`src/shared/mrp_pkg.sv`:
```
package mrp_pkg;

  // bus and port geometry
  localparam int ADDR_LOW_W  = 8;
  localparam int ADDR_HIGH_W = 3;
  localparam int ROM_ADDR_W  = ADDR_LOW_W + ADDR_HIGH_W;
  localparam int PORT_W      = 8;

  // positions of the latched low address bits that pick a port target
  localparam int SEL_PORT_BIT = 0;
  localparam int SEL_DIR_BIT  = 1;

  // target codes on the two latched low address bits
  localparam logic [1:0] SEL_FIRST_DATA  = 2'h0;
  localparam logic [1:0] SEL_SECOND_DATA = 2'h1;
  localparam logic [1:0] SEL_FIRST_DIR   = 2'h2;
  localparam logic [1:0] SEL_SECOND_DIR  = 2'h3;

  // reset values
  localparam logic [7:0] RST_ADDR_LOW   = 8'h00;
  localparam logic [2:0] RST_ADDR_HIGH  = 3'h0;
  localparam logic       RST_IO_SEL     = 1'h0;
  localparam logic       RST_CSL_N      = 1'h1;
  localparam logic       RST_CSH        = 1'h0;
  localparam logic [7:0] RST_BUS_DATA   = 8'h00;
  localparam logic [7:0] RST_PORT_DATA  = 8'h00;
  localparam logic [7:0] RST_PORT_DIR   = 8'h00;
  localparam logic [7:0] RST_PORT_OE_N  = 8'hFF;

  // where read data on the shared bus comes from
  typedef enum logic [1:0] {
    MRP_SRC_NONE,
    MRP_SRC_ROM,
    MRP_SRC_PORT
  } mrp_src_t;

endpackage : mrp_pkg

```
`src/hdl/mrp_io_port.sv`:
```
// one parallel port: data latch, direction register, glitch-free commit
module mrp_io_port #(
  parameter int W = 8
) (
  input  wire logic         clk_sys,
  input  wire logic         rst,
  input  wire logic         wr_take,
  input  wire logic         wr_commit,
  input  wire logic         wr_is_dir,
  input  wire logic [W-1:0] wr_data,
  input  wire logic [W-1:0] pins_in,
  output logic      [W-1:0] pins_out,
  output logic      [W-1:0] pins_oe_n,
  output logic      [W-1:0] read_val
);

  logic [W-1:0] data_reg;
  logic [W-1:0] dir_reg;
  logic [W-1:0] oe_n_reg;
  logic [W-1:0] pend_reg;
  logic         pend_dir_reg;
  logic         pend_ok_reg;

  // while the write strobe is low the last bus value is only held pending
  always_ff @(posedge clk_sys) begin
    if (rst) begin
      pend_reg     <= W'(mrp_pkg::RST_PORT_DATA);
      pend_dir_reg <= 1'b0;
      pend_ok_reg  <= 1'b0;
    end else if (wr_take) begin
      pend_reg     <= wr_data;
      pend_dir_reg <= wr_is_dir;
      pend_ok_reg  <= 1'b1;
    end else if (wr_commit) begin
      pend_ok_reg  <= 1'b0;
    end
  end

  // pins only move once the strobe is back high, so they never glitch
  always_ff @(posedge clk_sys) begin
    if (rst) begin
      data_reg <= W'(mrp_pkg::RST_PORT_DATA);
      dir_reg  <= W'(mrp_pkg::RST_PORT_DIR); // RL14
      oe_n_reg <= W'(mrp_pkg::RST_PORT_OE_N); // RL14
    end else if (wr_commit && pend_ok_reg) begin
      if (pend_dir_reg) begin
        dir_reg  <= pend_reg;
        oe_n_reg <= ~pend_reg;
      end else begin
        data_reg <= pend_reg; // RL15
      end
    end
  end

  assign pins_out  = data_reg;
  assign pins_oe_n = oe_n_reg;

  // output bits read back their latch, input bits read the pin
  assign read_val = (dir_reg & data_reg) | (~dir_reg & pins_in);

endmodule : mrp_io_port

```
`src/hdl/mrp_host_port.sv`:
```
// What this block does
// RL1: bus, upper bits, space and chip selects flow into the latch while the strobe is high.
// RL2: the processor drives the low eight address bits on the shared lines during the strobe.
// RL3: an I/O access picks the first or second port from latched address bit zero.
// RL4: a low read or port-read strobe with active latched selects drives read data onto the bus.
// RL5: the three upper address bits only address the ROM array and never touch port accesses.
// RL6: the first select is active low, the second active high, both active when latched.
// RL7: with either select inactive the shared bus and the wait output stay released.
// RL8: a read strobe returns port data for a high latched space select, ROM data for a low one.
// RL9: the shared bus drivers are released whenever the read and port-read strobes are both high.
// RL10: a low port-write strobe with active latched selects writes the target the low bits pick.
// RL11: live selects and a high latch strobe pull the wait low; the processor clock frees it.
// RL12: once low the wait output stays low until the next rising edge of the processor clock.
// RL13: latched low bits 00, 01, 10, 11 pick first port, second port, first and second direction.
// RL14: reset clears both direction registers so every port line is an input.
// RL15: after a port write the pin levels only change once the port-write strobe returns high.
// RL16: latched values stay unchanged from the fall of the latch strobe until it next rises.
module mrp_host_port #(
  parameter int PORT_W = mrp_pkg::PORT_W
) (
  input  wire logic                           clk_sys,
  input  wire logic                           rst,
  input  wire logic                           ale,
  input  wire logic [mrp_pkg::ADDR_LOW_W-1:0] muxed_addr_data_in,
  output logic      [mrp_pkg::ADDR_LOW_W-1:0] muxed_addr_data_out,
  output logic                                muxed_addr_data_oe_n,
  input  wire logic [mrp_pkg::ADDR_HIGH_W-1:0] upper_rom_addr,
  input  wire logic                           io_mem_sel,
  input  wire logic                           program_or_chip_sel_n,
  input  wire logic                           chip_sel_high,
  input  wire logic                           read_strobe_n,
  input  wire logic                           port_read_strobe_n,
  input  wire logic                           port_write_strobe_n,
  input  wire logic                           cpu_clk,
  output logic                                wait_out,
  output logic                                wait_oe_n,
  output logic      [mrp_pkg::ROM_ADDR_W-1:0] rom_addr,
  input  wire logic [mrp_pkg::ADDR_LOW_W-1:0] rom_data,
  input  wire logic [PORT_W-1:0]              first_port_lines_in,
  output logic      [PORT_W-1:0]              first_port_lines_out,
  output logic      [PORT_W-1:0]              first_port_lines_oe_n,
  input  wire logic [PORT_W-1:0]              second_port_lines_in,
  output logic      [PORT_W-1:0]              second_port_lines_out,
  output logic      [PORT_W-1:0]              second_port_lines_oe_n
);

  // the chip select pin doubles as the programming pin; here only its select role
  logic chip_sel_low_n;
  assign chip_sel_low_n = program_or_chip_sel_n;

  // ------------------------------------------------------------------
  // address latch
  // ------------------------------------------------------------------
  logic [mrp_pkg::ADDR_LOW_W-1:0]  addr_low_reg;
  logic [mrp_pkg::ADDR_HIGH_W-1:0] addr_high_reg;
  logic                            io_sel_reg;
  logic                            csl_n_reg;
  logic                            csh_reg;

  // transparent while the strobe is high; the last sample before the
  // fall is what stays, which is the capture on the falling edge
  always_ff @(posedge clk_sys) begin
    if (rst) begin
      addr_low_reg <= mrp_pkg::RST_ADDR_LOW;
    end else if (ale) begin
      addr_low_reg <= muxed_addr_data_in; // RL1 RL2
    end else begin
      addr_low_reg <= addr_low_reg; // RL16
    end
  end

  // upper rom bits ride the same strobe but never reach the port decode
  always_ff @(posedge clk_sys) begin
    if (rst) begin
      addr_high_reg <= mrp_pkg::RST_ADDR_HIGH;
    end else if (ale) begin
      addr_high_reg <= upper_rom_addr; // RL1
    end else begin
      addr_high_reg <= addr_high_reg; // RL16
    end
  end

  // space select, consulted only by the read path
  always_ff @(posedge clk_sys) begin
    if (rst) begin
      io_sel_reg <= mrp_pkg::RST_IO_SEL;
    end else if (ale) begin
      io_sel_reg <= io_mem_sel; // RL1
    end else begin
      io_sel_reg <= io_sel_reg; // RL16
    end
  end

  // selects are kept as seen, so a later deselect cannot cut an access short
  always_ff @(posedge clk_sys) begin
    if (rst) begin
      csl_n_reg <= mrp_pkg::RST_CSL_N;
    end else if (ale) begin
      csl_n_reg <= chip_sel_low_n; // RL1
    end else begin
      csl_n_reg <= csl_n_reg; // RL16
    end
  end

  // second select, active high, kept the same way
  always_ff @(posedge clk_sys) begin
    if (rst) begin
      csh_reg <= mrp_pkg::RST_CSH;
    end else if (ale) begin
      csh_reg <= chip_sel_high; // RL1
    end else begin
      csh_reg <= csh_reg; // RL16
    end
  end

  // ------------------------------------------------------------------
  // selection decode
  // ------------------------------------------------------------------
  wire       sel_latched_ok;
  wire       sel_live_ok;
  wire [1:0] port_target;
  wire       target_second;
  wire       target_is_dir;

  // both selects must have been active when latched
  assign sel_latched_ok = ~csl_n_reg & csh_reg; // RL6
  assign sel_live_ok    = ~chip_sel_low_n & chip_sel_high; // RL11

  // the upper address bits are deliberately absent from this decode
  assign port_target   = addr_low_reg[mrp_pkg::SEL_DIR_BIT:mrp_pkg::SEL_PORT_BIT]; // RL5
  assign target_second = port_target[mrp_pkg::SEL_PORT_BIT]; // RL3 RL13
  assign target_is_dir = port_target[mrp_pkg::SEL_DIR_BIT]; // RL13

  // ------------------------------------------------------------------
  // read path
  // ------------------------------------------------------------------
  wire                            rd_mem;
  wire                            rd_port;
  wire                            rd_any;
  wire [PORT_W-1:0]               first_read_val;
  wire [PORT_W-1:0]               second_read_val;
  wire [PORT_W-1:0]               port_read_val;
  mrp_pkg::mrp_src_t              src_next;
  logic [mrp_pkg::ADDR_LOW_W-1:0] bus_data_next;

  // a read strobe with the space select high behaves as a port read
  assign rd_any  = ~read_strobe_n | ~port_read_strobe_n; // RL4 RL9
  assign rd_port = ~port_read_strobe_n | (~read_strobe_n & io_sel_reg); // RL8
  assign rd_mem  = ~read_strobe_n & ~io_sel_reg & port_read_strobe_n; // RL8

  // direction registers cannot be read, so bit one is ignored here
  assign port_read_val = target_second ? second_read_val : first_read_val; // RL3

  wire rd_granted;
  wire pick_port;
  wire pick_rom;
  wire bus_release;

  // nothing is driven unless the selects were active when latched
  assign rd_granted = sel_latched_ok & rd_any; // RL4 RL6 RL7
  assign pick_port  = rd_granted & rd_port; // RL4 RL8
  assign pick_rom   = rd_granted & rd_mem; // RL8

  // pick the driver of the shared bus; the port wins when both strobes are low
  assign src_next    = pick_port ? mrp_pkg::MRP_SRC_PORT :
                       pick_rom  ? mrp_pkg::MRP_SRC_ROM  :
                                   mrp_pkg::MRP_SRC_NONE;
  assign bus_release = (src_next == mrp_pkg::MRP_SRC_NONE); // RL9

  // data for the chosen source
  always_comb begin
    case (src_next)
      mrp_pkg::MRP_SRC_ROM:  bus_data_next = rom_data; // RL8
      mrp_pkg::MRP_SRC_PORT: bus_data_next = mrp_pkg::ADDR_LOW_W'(port_read_val); // RL8
      mrp_pkg::MRP_SRC_NONE: bus_data_next = mrp_pkg::RST_BUS_DATA;
      default:               bus_data_next = mrp_pkg::RST_BUS_DATA;
    endcase
  end

  logic [mrp_pkg::ADDR_LOW_W-1:0] bus_out_reg;
  logic                           bus_oe_n_reg;

  // registered so every pin comes from a flop; costs one cycle of latency
  always_ff @(posedge clk_sys) begin
    if (rst) begin
      bus_out_reg <= mrp_pkg::RST_BUS_DATA;
    end else begin
      bus_out_reg <= bus_data_next; // RL8
    end
  end

  // the enable moves in the same cycle, so data and drive appear together
  always_ff @(posedge clk_sys) begin
    if (rst) begin
      bus_oe_n_reg <= 1'h1;
    end else begin
      bus_oe_n_reg <= bus_release; // RL4 RL7 RL9
    end
  end

  assign muxed_addr_data_out  = bus_out_reg;
  assign muxed_addr_data_oe_n = bus_oe_n_reg;

  // ------------------------------------------------------------------
  // write path
  // ------------------------------------------------------------------
  wire  wr_active;
  wire  wr_commit;
  logic wr_active_reg;

  // space select plays no part in a port write
  assign wr_active = ~port_write_strobe_n & sel_latched_ok; // RL10
  assign wr_commit = wr_active_reg & port_write_strobe_n; // RL15

  // remembers that a write is in flight so its release can be seen
  always_ff @(posedge clk_sys) begin
    if (rst) begin
      wr_active_reg <= 1'b0;
    end else begin
      wr_active_reg <= wr_active;
    end
  end

  wire first_take;
  wire second_take;

  // route the write to the port that the latched bits pick
  assign first_take  = wr_active & ~target_second; // RL10 RL13
  assign second_take = wr_active & target_second; // RL10 RL13

  // a commit also clears any stale pending value in the other port
  mrp_io_port #(
    .W (PORT_W)
  ) u_first_port (
    .clk_sys   (clk_sys),
    .rst       (rst),
    .wr_take   (first_take),
    .wr_commit (wr_commit),
    .wr_is_dir (target_is_dir),
    .wr_data   (PORT_W'(muxed_addr_data_in)),
    .pins_in   (first_port_lines_in),
    .pins_out  (first_port_lines_out),
    .pins_oe_n (first_port_lines_oe_n),
    .read_val  (first_read_val)
  );

  mrp_io_port #(
    .W (PORT_W)
  ) u_second_port (
    .clk_sys   (clk_sys),
    .rst       (rst),
    .wr_take   (second_take),
    .wr_commit (wr_commit),
    .wr_is_dir (target_is_dir),
    .wr_data   (PORT_W'(muxed_addr_data_in)),
    .pins_in   (second_port_lines_in),
    .pins_out  (second_port_lines_out),
    .pins_oe_n (second_port_lines_oe_n),
    .read_val  (second_read_val)
  );

  // ------------------------------------------------------------------
  // wait output
  // ------------------------------------------------------------------
  logic cpu_clk_prev_reg;
  logic wait_low_reg;
  wire  cpu_clk_rise;
  wire  wait_set;
  wire  wait_low_next;

  // the processor clock is an ordinary sampled input, not a second domain;
  // limitation: each of its phases must last a full cycle to be seen
  always_ff @(posedge clk_sys) begin
    if (rst) begin
      cpu_clk_prev_reg <= 1'b0;
    end else begin
      cpu_clk_prev_reg <= cpu_clk;
    end
  end

  assign cpu_clk_rise = cpu_clk & ~cpu_clk_prev_reg;
  assign wait_set     = sel_live_ok & ale; // RL11

  // set wins over the release, so a pull in the rising-edge cycle holds
  assign wait_low_next = wait_set | (wait_low_reg & ~cpu_clk_rise); // RL11 RL12

  always_ff @(posedge clk_sys) begin
    if (rst) begin
      wait_low_reg <= 1'b0;
    end else begin
      wait_low_reg <= wait_low_next; // RL7 RL12
    end
  end

  // the line is only ever driven low, otherwise released
  assign wait_out  = 1'b0;
  assign wait_oe_n = ~wait_low_reg;

  // rom address straight from the latch flops
  assign rom_addr = {addr_high_reg, addr_low_reg}; // RL5

endmodule : mrp_host_port

```
`config.mk`:
```
export PLATFORM = sky130hd
export DESIGN_NAME = mrp_host_port
export DESIGN_NICKNAME = d
export VERILOG_FILES = /design/src/shared/mrp_pkg.sv /design/src/hdl/mrp_io_port.sv /design/src/hdl/mrp_host_port.sv
export SDC_FILE = /design/constraint.sdc
export NUM_CORES = 1
export LEC_CHECK = 0
export BUFFER_PORTS_ARGS = -buffer_cell sky130_fd_sc_hd__buf_2
export CORE_MARGIN = 1
export CORE_UTILIZATION = 30
export DETAILED_ROUTE_END_ITERATION = 12
export PLACE_DENSITY = 0.58
export SYNTH_ARGS = -nofsm -noshare
export SYNTH_HDL_FRONTEND = slang
export SYNTH_SLANG_ARGS = --single-unit
```
`constraint.sdc`:
```
create_clock -name clk_sys -period 3.7 [get_ports clk_sys]
set_clock_uncertainty 0.1 [all_clocks]
set_input_delay 0.37 -clock clk_sys [delete_from_list [all_inputs] [get_ports clk_sys]]
set_output_delay 0.37 -clock clk_sys [all_outputs]
set_load 0.02 [all_outputs]
```
; After elaboration in Yosys (flattened, before gate mapping)
; Cells that the tools add are included.
[word_totals]
ff_bits = 94
output_inout_bits = 54
input_bits = 45
word_cells = 80
[op_classes]
mux = 7
reduce_logical = 9
eq_ne = 2
bitwise_logic = 40
[ops]
columns = op, n
row1 = $and A8 B8 Y8, 4
row2 = $not A8 Y8, 4
row3 = $or A8 B8 Y8, 2
row4 = $pmux W8 S2, 1
row5 = $and A1 B1 Y1, 15
row6 = $not A1 Y1, 12
row7 = $mux W8, 1
row8 = $reduce_and A2 Y1, 4
row9 = $mux W1, 4
row10 = $reduce_bool A2 Y1, 2
row11 = $or A1 B1 Y1, 3
row12 = $eq A2 B1 Y1 const B, 1
row13 = $eq A2 B2 Y1 const B, 1
row14 = $logic_and A1 B1 Y1, 2
row15 = $logic_not A2 Y1, 1
row16 = $mux W2, 1

; Logic depth before layout (Yosys ltp)
; Gate-level depths: netlist of the first run.
[depth]
ltp_word = 8
mapped_depth = 6
depth_no_buf = 3

; Hierarchy
; Synthesis of the first run repeated with hierarchy kept, for this count alone.
[hier_totals]
cells_unflattened = 354
area_unflattened_um2 = 3922.5
[modules_own_cells]
columns = mod, instances, seq_area_each_um2, cells_per_inst, area_per_inst_um2
row1 = mrp_io_port, 2, 680.7, 131, 1452.6
row2 = mrp_host_port, 1, 520.5, 92, 1017.2

; Worst setup path before layout of the first run
; Ideal clock, no wire load.
[synth_path]
path_type = reg-to-reg
start = register addr_low_reg[0] (netlist name)
end = register u_first_port.pend_reg[0]
setup_ns = 0.132
synth_period_minus_slack_ns = 1.564
n_path_buf = 1
t_required_ns = 3.468
setup_slack_ns = 2.136
arrival_time_ns = 1.332
stages_incl_launch_ff = 5
path_cell_list = dfxtp_1 or4b_2 clkbuf_1 nand2_1 a21oi_1
[synth_between]
elab_chain_len = 2
[synth_lines]
columns = item, line
row1 = "start, declared", mrp_host_port.sv:54  ; logic [mrp_pkg::ADDR_LOW_W-1:0] addr_low_reg;
row2 = "start signal, assigned", mrp_host_port.sv:64  ; addr_low_reg <= mrp_pkg::RST_ADDR_LOW;
row3 = "start signal, assigned", mrp_host_port.sv:66  ; addr_low_reg <= muxed_addr_data_in;
row4 = "start signal, assigned", mrp_host_port.sv:68  ; addr_low_reg <= addr_low_reg;
row5 = $not A1 Y1, mrp_host_port.sv:228  ; assign first_take = wr_active & ~target_second;
row6 = $and A1 B1 Y1, mrp_host_port.sv:228
row7 = "end signal, assigned", mrp_io_port.sv:27  ; pend_reg <= W'(mrp_pkg::RST_PORT_DATA);
row8 = "end signal, assigned", mrp_io_port.sv:31  ; pend_reg <= wr_data;
row9 = "end, declared", mrp_io_port.sv:20  ; logic [W-1:0] pend_reg;
; No other way between the ends.
; A chain may end at the register's enable or synchronous reset.

; Worst setup path in the final report of the first run
[layout_path]
start = register wr_active_reg
end = register u_second_port.oe_n_reg[2] (netlist: u_second_port.pins_oe_n[2])
[layout_between]
elab_chain_len = 3
[layout_lines]
columns = item, line
row1 = "start, declared", mrp_host_port.sv:209  ; logic wr_active_reg;
row2 = "start signal, assigned", mrp_host_port.sv:220  ; wr_active_reg <= wr_active;
row3 = $and A1 B1 Y1, mrp_host_port.sv:213  ; assign wr_commit = wr_active_reg & port_write_strobe_n;
row4 = $logic_and A1 B1 Y1, mrp_io_port.sv:45  ; end else if (wr_commit && pend_ok_reg) begin
row5 = $reduce_and A2 Y1 (no line), n/a
row6 = "end signal, assigned", mrp_io_port.sv:44  ; oe_n_reg <= W'(mrp_pkg::RST_PORT_OE_N);
row7 = "end signal, assigned", mrp_io_port.sv:48  ; oe_n_reg <= ~pend_reg;
row8 = "end, declared", mrp_io_port.sv:19  ; logic [W-1:0] oe_n_reg;
; No other way between the ends.

==> results of run 1 <==
area by class of cell:
class,instances,share of cell area [%]
timing repair buffer,99,11.30
tap,143,4.040
sequential,94,42.49
inverter,2,0.1695
multi-input combinational,270,35.06
clock buffer,10,5.395
clock inverter,6,1.554
Yosys cell counts:
master | n | area [µm²]
nor4b_2 | 1 | 15.01
nor2_1 | 29 | 108.9
nor2b_1 | 1 | 6.260
dfxtp_1 | 94 | 1882
nand3b_1 | 1 | 7.510
a22o_1 | 8 | 70.07
a211o_1 | 13 | 113.9
a21oi_1 | 54 | 270.3
nand4b_1 | 2 | 17.52
nand4_1 | 2 | 12.51
or4b_2 | 1 | 10.01
or3b_4 | 1 | 11.26
buf_1 | 3 | 11.26
clkbuf_1 | 16 | 60.06
inv_1 | 2 | 7.510
buf_2 | 4 | 20.02
o21ai_0 | 1 | 5.000
or4bb_1 | 1 | 11.26
a21o_1 | 5 | 37.54
nand2b_1 | 5 | 31.28
nor4b_4 | 1 | 23.77
clkbuf_2 | 1 | 5.000
buf_4 | 3 | 22.52
mux2i_1 | 37 | 370.4
nand2_1 | 101 | 379.1
and4b_1 | 2 | 20.02
nor4bb_1 | 1 | 10.01
and4_1 | 2 | 17.52
conb_1 | 1 | 3.750
metrics by stage:
step,setup WS [ns],cells
6_report,1.736,624
5_1_grt,1.545,624
4_1_cts,1.711,624
3_5_place_dp,1.562,608
3_3_place_gp,1.646,608
2_1_floorplan,2.136,393
per-layer routing:
layer / GRT usage [%] / part of all wire [%] / vias to the layer above
met5: 0 / 0 / -
met4: 6.667 / 0.25 / 0
met3: 4.101 / 5.8 / 2
met2: 22.85 / 46 / 90
met1: 20.11 / 48 / 1347
li1: - / - / 1498
worst max-delay path, delay by kind of cell (launching register included):
kind	cells	cell delay, ns
flip-flops	1	0.46
AND/OR/NAND/NOR	1	0.76
AO/OA/AOI/OAI	1	0.53
power by group:
| group | leakage [µW] | switching [µW] | total [µW] | internal [µW] |
|---|---|---|---|---|
| Clock | 0.000149 | 404 | 951 | 547 |
| Combinational | 0.000836 | 62.3 | 106 | 44.1 |
| Sequential | 0.000761 | 12.5 | 1040 | 1020 |
| Total | 0.00175 | 479 | 2090 | 1610 |
worst max-delay path by stage:
stage,end,cells past startpoint
floorplan,u_first_port.pend_reg[0]$_SDFFE_PP0P_,4
global placement,u_second_port.pins_oe_n[3]$_SDFFE_PP1P_,3
detailed placement,u_second_port.pins_oe_n[2]$_SDFFE_PP1P_,3
CTS,u_second_port.pins_oe_n[2]$_SDFFE_PP1P_,2
global route,u_second_port.pins_oe_n[2]$_SDFFE_PP1P_,2
finish,u_second_port.pins_oe_n[2]$_SDFFE_PP1P_,2
cells by family (layout without fill, tap and decap cells):
logic type             after synthesis  after routing  share of synthesized area (%)
AO/OA/AOI/OAI                       81             81                          13.95
buffers and inverters               29            117                          3.549
flip-flops                          94             94                          52.85
multiplexers                        37             37                          10.40
other                                1              1                         0.1053
AND/OR/NAND/NOR                    151            151                          19.15
==> impl_metrics.yaml, run 1 <==
hold_path:
  hp-class: "input pin to flip-flop"
  worstHoldPathCells: 2
  worst_hold_startpoint: "rom_data[1]"
  min_delay_worst_endpoint: "muxed_addr_data_out[1]$_SDFF_PP0_"
floorplan:
  num_rows: 39
  die-area_um2: 12310
  coreArea_um2: 11520
  die_boundary_height_um: 111.0
  initial_core_utilization_pct: 30.92
  io_pins: 99
  die_x_um: 111.0
layout:
  multi_input_area_um2: 1553
  commonest_non_fill_non_tap_cell_in_the_layout: "nand2_1"
  postLayoutCellArea_um2: 4429
  flow.area_growth_from_synthesis_pct: 24.39
  finalNetCount: 521
  insertedDiodeCount: 0
  layout.filler_cells: 1196
  most-common-layout-cells: "nand2_1 (101), buf_2 (97), dfxtp_1 (94)"
  final_standard_cell_utilization_of_the_core_pct: 38.46
  final-seq-area_um2: 1882
  ratio_of_cells_with_drive_above_1_in_the_final_layout_pct: 24.74
sta:
  finalHoldViolations: 0
  max_slew.worst_pin.slew_ns: 0.9057
  relSlewSlack_pct: 39.44
  timing_max_transition_violations_final: 0
  rsz0062_at_grt: "false"
  hold-worst-slack_ns: 0.1438
  timing.final.setup_violations: 0
  post_route_setup_tns_ns: 0
  final_min_period_over_clock_period_pct: 53.08
  maximum_achievable_frequency_ghz: 0.5092
  fin_crit_ns: 1.964
clocking:
  cts_root_buf: "clkbuf_16"
  clkLatencyLatePin_ns: 0.35
  post_cts_resize_count: 0
  clkSinkCount: 94
  hold_buffers: 0
  htreeDepth: 3
  cts_tree: "done"
  cts-buffers-inserted: 9
  clk_pin_slew_ns: 0.06
  cts_setup_buffers: 0
  cts.path.max_buffers: 2
power_and_ir_drop:
  post-layout-total-power_uw: 2093
  worst_case_vdd_ir_drop_mv: 0.2788
  power.density_nw_per_um2: 472.7
  lkg_pwr_uw: 0.001746
job:
  maxCapViolCount: 0
worst_setup_path:
  regToRegSetupSlack_ns: 1.74
  critical_path_peak_fanout: 24
  timing.critical_path.arrival_ns: 2.09
  timing.rr.start: "wr_active_reg$_SDFF_PP0_"
  setup.worst_path.class: "flip-flop to flip-flop"
  timing.reg2reg.worst_path_depth: 2
  critical_path.endpoint_type: "flip-flop"
  start_kind: "flip-flop"
  critical_path.cell_chain: "nand4_1, a211o_1"
  rr_endpoint: "u_second_port.pins_oe_n[2]$_SDFFE_PP1P_"
  worstSetupStartpoint: "wr_active_reg$_SDFF_PP0_"
  timing.critical_path.slowest_stage_cell: "nand4_1"
  critPathMaxStageDelay_ns: 0.76
  required_ns: 3.83
route:
  vias: 2937
  drt_iter0_markers: 179
  totalWireLength_um: 9027
  average_wire_per_cell_in_the_routed_design_um: 14.47
  vias_per_cell: 4.707
  first_pass_iters: 9
  antenna_violating_nets_post_route: 0
  detail_route.drc_violations: 19
logic_synthesis:
  yosys_cell_types: 29
  number_of_nets_in_the_synthesized_netlist: 438
  mappedNetlistArea_um2: 3561
  ys_ff_latch: 94
  synth.yosys.warnings: 0
  synth.avg_cell_area_um2: 9.061
  yosysSeqAreaShare_pct: 52.85
  synthCells: 393
global_route:
  initial_antenna_violation_count: 0
  first_global_vias: 2761
  grt.total_usage_pct: 15.12
  grt_first_pass_wirelength_um: 14300
  largest_net_degree_at_the_start_of_global_routing: 85
  leftover_overflow_at_the_end_of_global_routing: 0
placement:
  io_buffers: 97
  cell_area_after_placement_um2: 4121
  globalplace.congestion: 0.7471
  dp.final_hpwl_um: 6557
status:
  violated_checks: "design-rule violations"
  status: "complete, but fails checks"
No activity file was read; power rests on OpenSTA's default activity.
==> run 2, diff against run 1 <==
clock period = 2 ns   (was 3.7 ns; I/O delays follow)
==> run 2 against run 1 <==
Clock power grew 91%. Utilization grew 1.4 points. The run still ends with design-rule violations left. Die area is the same. Largest power group unchanged. Highest routed layer unchanged. Sequential power grew 84%.
==> impl_metrics.yaml, run 2 (synthesized netlist as in run 1, its figures left out) <==
power_and_ir_drop:
  post-layout-total-power_uw: 3953
  sequentialPowerShare_pct: 48.4
  netSwitchingPower_uw: 833.2
  clock_power_share_pct: 46.0
  power.density_nw_per_um2: 861.5
  worst_case_vdd_ir_drop_mv: 0.4231
  lkg_pwr_uw: 0.001822
  power.switching_fraction_pct: 21.08
  power_frac_comb_pct: 5.6
  power.internal_uw: 3119
layout:
  final_standard_cell_utilization_of_the_core_pct: 39.84
  commonest_non_fill_non_tap_cell_in_the_layout: "nand2_1"
  finalNetCount: 537
  postLayoutCellArea_um2: 4588
  insertedDiodeCount: 0
  layout.filler_cells: 1147
  flow.area_growth_from_synthesis_pct: 28.85
  layout.cells.non_filler: 640
  most-common-layout-cells: "nand2_1 (101), buf_2 (97), dfxtp_1 (94)"
  ratio_of_cells_with_drive_above_1_in_the_final_layout_pct: 24.35
worst_setup_path:
  regToRegSetupSlack_ns: 0.29
  critical_path.endpoint_type: "flip-flop"
  critPathMaxStageDelay_ns: 0.47
  path_buf_inv: 0
  cpLargestDelayFamily: "compound AO/OA/AOI/OAI gates"
  timing.critical_path.slowest_stage_cell: "a21oi_1"
  required_ns: 2.17
  critical_path_peak_fanout: 8
  timing.critical_path.arrival_ns: 1.89
  critical_path.cell_chain: "or3b_4, a21oi_1, a22o_1"
  start_kind: "flip-flop"
  setup.worst_path.class: "flip-flop to flip-flop"
route:
  routed.top_layer: "met4"
  first_pass_iters: 8
  totalWireLength_um: 9019
  vias_per_cell: 4.616
  average_wire_per_cell_in_the_routed_design_um: 14.09
  detail_route.drc_violations: 18
  met3RoutedLength_um: 441
  drt-met1-wl_um: 4574
  antenna_violating_nets_post_route: 0
  drt_iter0_markers: 161
  vias: 2954
  detailroute.wirelength.met2_um: 3823
floorplan:
  die_boundary_height_um: 111.0
  initial_core_utilization_pct: 30.92
  io_pins: 99
  num_rows: 39
  die-area_um2: 12310
  coreArea_um2: 11520
  die_x_um: 111.0
clocking:
  cts_setup_buffers: 0
  cts_root_buf: "clkbuf_16"
  clkSinkCount: 94
  cts_tree: "done"
  post_cts_resize_count: 0
  clk_pin_slew_ns: 0.06
  hold_buffers: 12
  clkLatencyLatePin_ns: 0.33
  cts-buffers-inserted: 9
  htreeDepth: 3
  cts.path.max_buffers: 2
sta:
  maximum_achievable_frequency_ghz: 0.5840
  relSlewSlack_pct: 45.75
  max_slew.worst_pin.slew_ns: 0.8138
  timing_max_transition_violations_final: 0
  rsz0062_at_grt: "false"
  fin_crit_ns: 1.712
  timing.final.setup_violations: 0
  post_route_setup_tns_ns: 0
  finalHoldViolations: 0
  final_min_period_over_clock_period_pct: 85.61
job:
  maxCapViolCount: 0
placement:
  cell_area_after_placement_um2: 4151
  placedCellCount: 612
  globalplace.congestion: 0.7756
  dp.final_hpwl_um: 6507
  io_buffers: 97
global_route:
  grt.total_usage_pct: 14.93
  largest_net_degree_at_the_start_of_global_routing: 85
  leftover_overflow_at_the_end_of_global_routing: 0
  grt_first_pass_wirelength_um: 14360
  first_global_vias: 2876
  initial_antenna_violation_count: 0
hold_path:
  hp-class: "input pin to flip-flop"
status:
  violated_checks: "design-rule violations"
  status: "complete, but fails checks"
run 2: cell types whose count changed in the layout (fill, tap and decap cells not counted):
cell	previous run	this run
buf_4	2	6
bufinv_16	1	2
clkbuf_1	0	2
clkinv_2	1	2
clkinv_4	1	0
clkinvlp_4	1	0
dlygate4sd3_1	0	12
inv_6	2	0
run 2: metrics by stage:
stage / hold WS (ns) / worst slack, ns
final: 0.005490 / 0.2878
after global routing: 0.003889 / 0.2147
after CTS: 0.003645 / 0.3203
after detailed placement: 0.3247 / 0.3387
after global placement: 0.3258 / 0.4169
after floorplan: 0.2099 / 0.4355
run 2: layer usage:
layer | global-route usage, % | up-vias
met2 | 22.52 | 83
li1 | - | 1533
met3 | 3.663 | 15
met1 | 20.62 | 1323
met4 | 5.297 | 0
met5 | 0 | -
run 2: final timing paths:
path	cells after the start	endpoint	from
worst max-delay path	3	muxed_addr_data_out[6]$_SDFF_PP0_	csh_reg$_SDFFE_PP0P_
worst min-delay path	2	muxed_addr_data_out[3]$_SDFF_PP0_	rom_data[3]
worst max register to register	3	muxed_addr_data_out[6]$_SDFF_PP0_	csh_reg$_SDFFE_PP0P_
worst min register to register	1	u_first_port.pins_oe_n[5]$_SDFFE_PP1P_	u_first_port.pins_oe_n[5]$_SDFFE_PP1P_
run 2: layout make-up:
type                            count  area, µm²  area share [%]
Timing Repair Buffer              115      650.6           14.18
Clock inverter                      4      70.07           1.527
Multi-Input combinational cell    270       1553           33.84
Clock buffer                       12      246.5           5.372
Sequential cell                    94       1882           41.01
Inverter                            2      7.507          0.1636
Tap cell                          143      178.9           3.900
run 2: worst reg2reg max path, stage by stage (launching register included):
cell,delay [ns]
dfxtp_1,0.39
or3b_4,0.46
a21oi_1,0.47
a22o_1,0.24
run 2: power by group through the flow:
stage / clock network (µW) / registers, µW / logic [µW]
final: 1820 / 1910 / 223
after global routing: 1930 / 1910 / 243
after CTS: 1850 / 1910 / 226
after detailed placement: 0 / 1950 / 206
after global placement: 0 / 1950 / 205
after floorplan: 0 / 1970 / 101
==> run 3, diff against run 2 <==
CELL_PAD_IN_SITES_DETAIL_PLACEMENT = 1   (was not set)
CELL_PAD_IN_SITES_GLOBAL_PLACEMENT = 2   (was not set)
PLACE_DENSITY = 0.79   (was 0.58)
SYNTH_HIERARCHICAL = 1   (was not set)
==> run 3 against run 2 <==
The flow now finishes without violations. Largest cell class is now multi-input combinational cells. Via count is 4.5% lower. Highest routed layer unchanged. Global-route usage up 0.41 points. Synthesized area increased by 10%. Utilization decreased by 0.50 points. Final area grew 8.6%. Die area increased by 10%. Critical path type is now input pin to flip-flop. Routed wire length up 10%.
==> impl_metrics.yaml, run 3 <==
floorplan:
  io_pins: 99
  num_rows: 41
  die_boundary_height_um: 116.3
  die_x_um: 116.3
  initial_core_utilization_pct: 30.96
  coreArea_um2: 12670
  die-area_um2: 13540
sta:
  finalHoldViolations: 0
  timing_max_transition_violations_final: 0
  maximum_achievable_frequency_ghz: 0.5742
  rsz0062_at_grt: "false"
  final_min_period_over_clock_period_pct: 87.08
  relSlewSlack_pct: 62.55
  timing.final.setup_violations: 0
  post_route_setup_tns_ns: 0
  fin_crit_ns: 1.742
  max_slew.worst_pin.slew_ns: 0.5594
clocking:
  clk_pin_slew_ns: 0.06
  cts_root_buf: "clkbuf_16"
  clkLatencyLatePin_ns: 0.33
  clkSinkCount: 94
  cts.path.max_buffers: 2
  cts_tree: "done"
  cts-buffers-inserted: 9
  htreeDepth: 3
hold_path:
  hp-class: "input pin to flip-flop"
  worst_hold_startpoint: "cpu_clk"
worst_setup_path:
  critical_path.cell_chain: "dlygate4sd3_1, buf_2, and2_2, nand3_2, buf_4, mux2i_1"
  timing.critical_path.arrival_ns: 1.86
  cpLargestDelayFamily: "buffers and inverters"
  timing.critical_path.slowest_stage_cell: "dlygate4sd3_1"
  timing.rr.start: "csh_reg$_SDFFE_PP0P_"
  critPathMaxStageDelay_ns: 0.52
  start_kind: "input pin"
  worstSetupStartpoint: "port_write_strobe_n"
  setup.worst_path.class: "input pin to flip-flop"
  path_buf_inv: 3
  required_ns: 2.11
  critical_path_peak_fanout: 10
  critical_path.endpoint_type: "flip-flop"
layout:
  insertedDiodeCount: 0
  most-common-layout-cells: "buf_2 (97), dfxtp_1 (94), mux2i_1 (71)"
  finalNetCount: 502
  commonest_non_fill_non_tap_cell_in_the_layout: "buf_2"
  final_standard_cell_utilization_of_the_core_pct: 39.34
  ratio_of_cells_with_drive_above_1_in_the_final_layout_pct: 33.48
  flow.area_growth_from_synthesis_pct: 27.08
logic_synthesis:
  yosys_cell_types: 30
  yosysSeqAreaShare_pct: 47.97
  mappedNetlistArea_um2: 3923
  synth.yosys.warnings: 6
  postSynth.topFlopCell: "dfxtp_1"
  synth-edff-count: 0
  synth.most_common_cell: "dfxtp_1"
  synth.avg_cell_area_um2: 11.08
  ys_ff_latch: 94
  synth-async-reset-ratio_pct: 0
  synth.largest_area_cell: "dfxtp_1"
  synth_commonest_cells: "dfxtp_1 (94), mux2i_1 (71), nand2b_1 (51)"
  synth_top_area_share_pct: 47.97
  synthCells: 354
  number_of_nets_in_the_synthesized_netlist: 399
  synth_area_leaders: "dfxtp_1 (48%), mux2i_1 (18%), nand2b_1 (8.1%)"
power_and_ir_drop:
  post-layout-total-power_uw: 3841
  netSwitchingPower_uw: 801.2
  power.internal_uw: 3040
  sequentialPowerShare_pct: 49.7
  worst_case_vdd_ir_drop_mv: 0.3349
  clock_power_share_pct: 43.8
  lkg_pwr_uw: 0.002059
  power.switching_fraction_pct: 20.86
  power_frac_comb_pct: 6.4
  power.density_nw_per_um2: 770.6
job:
  maxCapViolCount: 0
route:
  first_pass_iters: 4
  vias: 2821
  totalWireLength_um: 9963
  vias_per_cell: 4.464
  detail_route.drc_violations: 0
  antenna_violating_nets_post_route: 0
  average_wire_per_cell_in_the_routed_design_um: 15.76
  drt_iter0_markers: 126
global_route:
  grt.total_usage_pct: 15.34
  first_global_vias: 2897
  leftover_overflow_at_the_end_of_global_routing: 0
  largest_net_degree_at_the_start_of_global_routing: 101
  grt_first_pass_wirelength_um: 15320
  initial_antenna_violation_count: 0
placement:
  dp.final_hpwl_um: 7357
  io_buffers: 97
  globalplace.congestion: 0.7607
status:
  status: "finished clean"
## run 3: cell types whose count changed after synthesis, moves of 6 or more
cell | previous run | this run
mux2_2 | 0 | 22
mux2i_1 | 37 | 71
or2_1 | 0 | 12
a21oi_1 | 54 | 3
a22o_1 | 8 | 0
nand2_1 | 101 | 0
a211o_1 | 13 | 1
mux2_4 | 0 | 10
clkbuf_1 | 16 | 10
nand2b_1 | 5 | 51
o2bb2ai_1 | 0 | 8
## run 3: cell type report
| cell class | instances | area [µm²] |
|---|---|---|
| multi-input cells | 234 | 1929 |
| repair buffers | 114 | 653.1 |
| well taps | 172 | 215.2 |
| clock buffers | 13 | 260.3 |
| fillers | 1447 | 7686 |
| flip-flops and latches | 94 | 1882 |
| inverters | 4 | 15.01 |
| clock inverters | 1 | 30.03 |
## run 3: logic make-up (layout without fill, tap and decap cells)
kind of cell,Yosys count,in the layout,share of synthesized area [%]
other,1,1,0.09560
buffers and inverters,26,132,3.381
muxes,103,103,28.26
and+or+nand+nor,115,115,17.38
AOI/OAI and AO/OA,15,15,2.902
DFF,94,94,47.97
## run 3: through the flow
step	instance area [µm²]	std cells	hold slack, ns	worst slack [ns]
after floorplan	3923	354	0.1724	0.09617
after global placement	4576	607	0.3170	0.3703
after detailed placement	4576	607	0.3190	0.3051
after CTS	4966	631	0.002721	0.08477
after global routing	4985	632	0.02068	0.1442
final	4985	632	0.008262	0.2585
## run 3: repair_timing
action                     4_1_cts  5_1_grt
setup endpoints to repair        0        9
hold endpoints to repair        10        1
buffers inserted                 0        0
hold buffers                    10        1
resized for setup                0        2
## run 3: metal layers
layer | share of wire (%) | global-route usage, %
met3 | 4.3 | 2.698
met5 | 0 | 0
met4 | 1.3 | 5.641
met1 | 49 | 20.39
met2 | 46 | 24.85
## run 3: path summary, 6_finish.rpt
check	cells after the start	slack, ns	to
max	6	0.26	u_first_port/dir_reg[2]$_SDFFE_PP0P_
max reg2reg	3	0.31	muxed_addr_data_out[2]$_SDFF_PP0_
min	3	0.008	cpu_clk_prev_reg$_SDFF_PP0_
min reg2reg	2	0.38	u_first_port/dir_reg[6]$_SDFFE_PP0P_
## run 3: power groups by stage
| stage | logic (µW) | registers [µW] | clock network (µW) |
|---|---|---|---|
| 2_1_floorplan | 113 | 1970 | 0 |
| 3_3_place_gp | 232 | 1950 | 0 |
| 3_5_place_dp | 235 | 1950 | 0 |
| 4_1_cts | 252 | 1910 | 1740 |
| 5_1_grt | 269 | 1910 | 1810 |
| 6_report | 247 | 1910 | 1680 |
## run 3: worst reg2reg max path: stages (launching register included)
cell and delay, ns:
dfxtp_1 0.36, or3b_4 0.43, nor4b_4 0.55, o2bb2ai_1 0.18
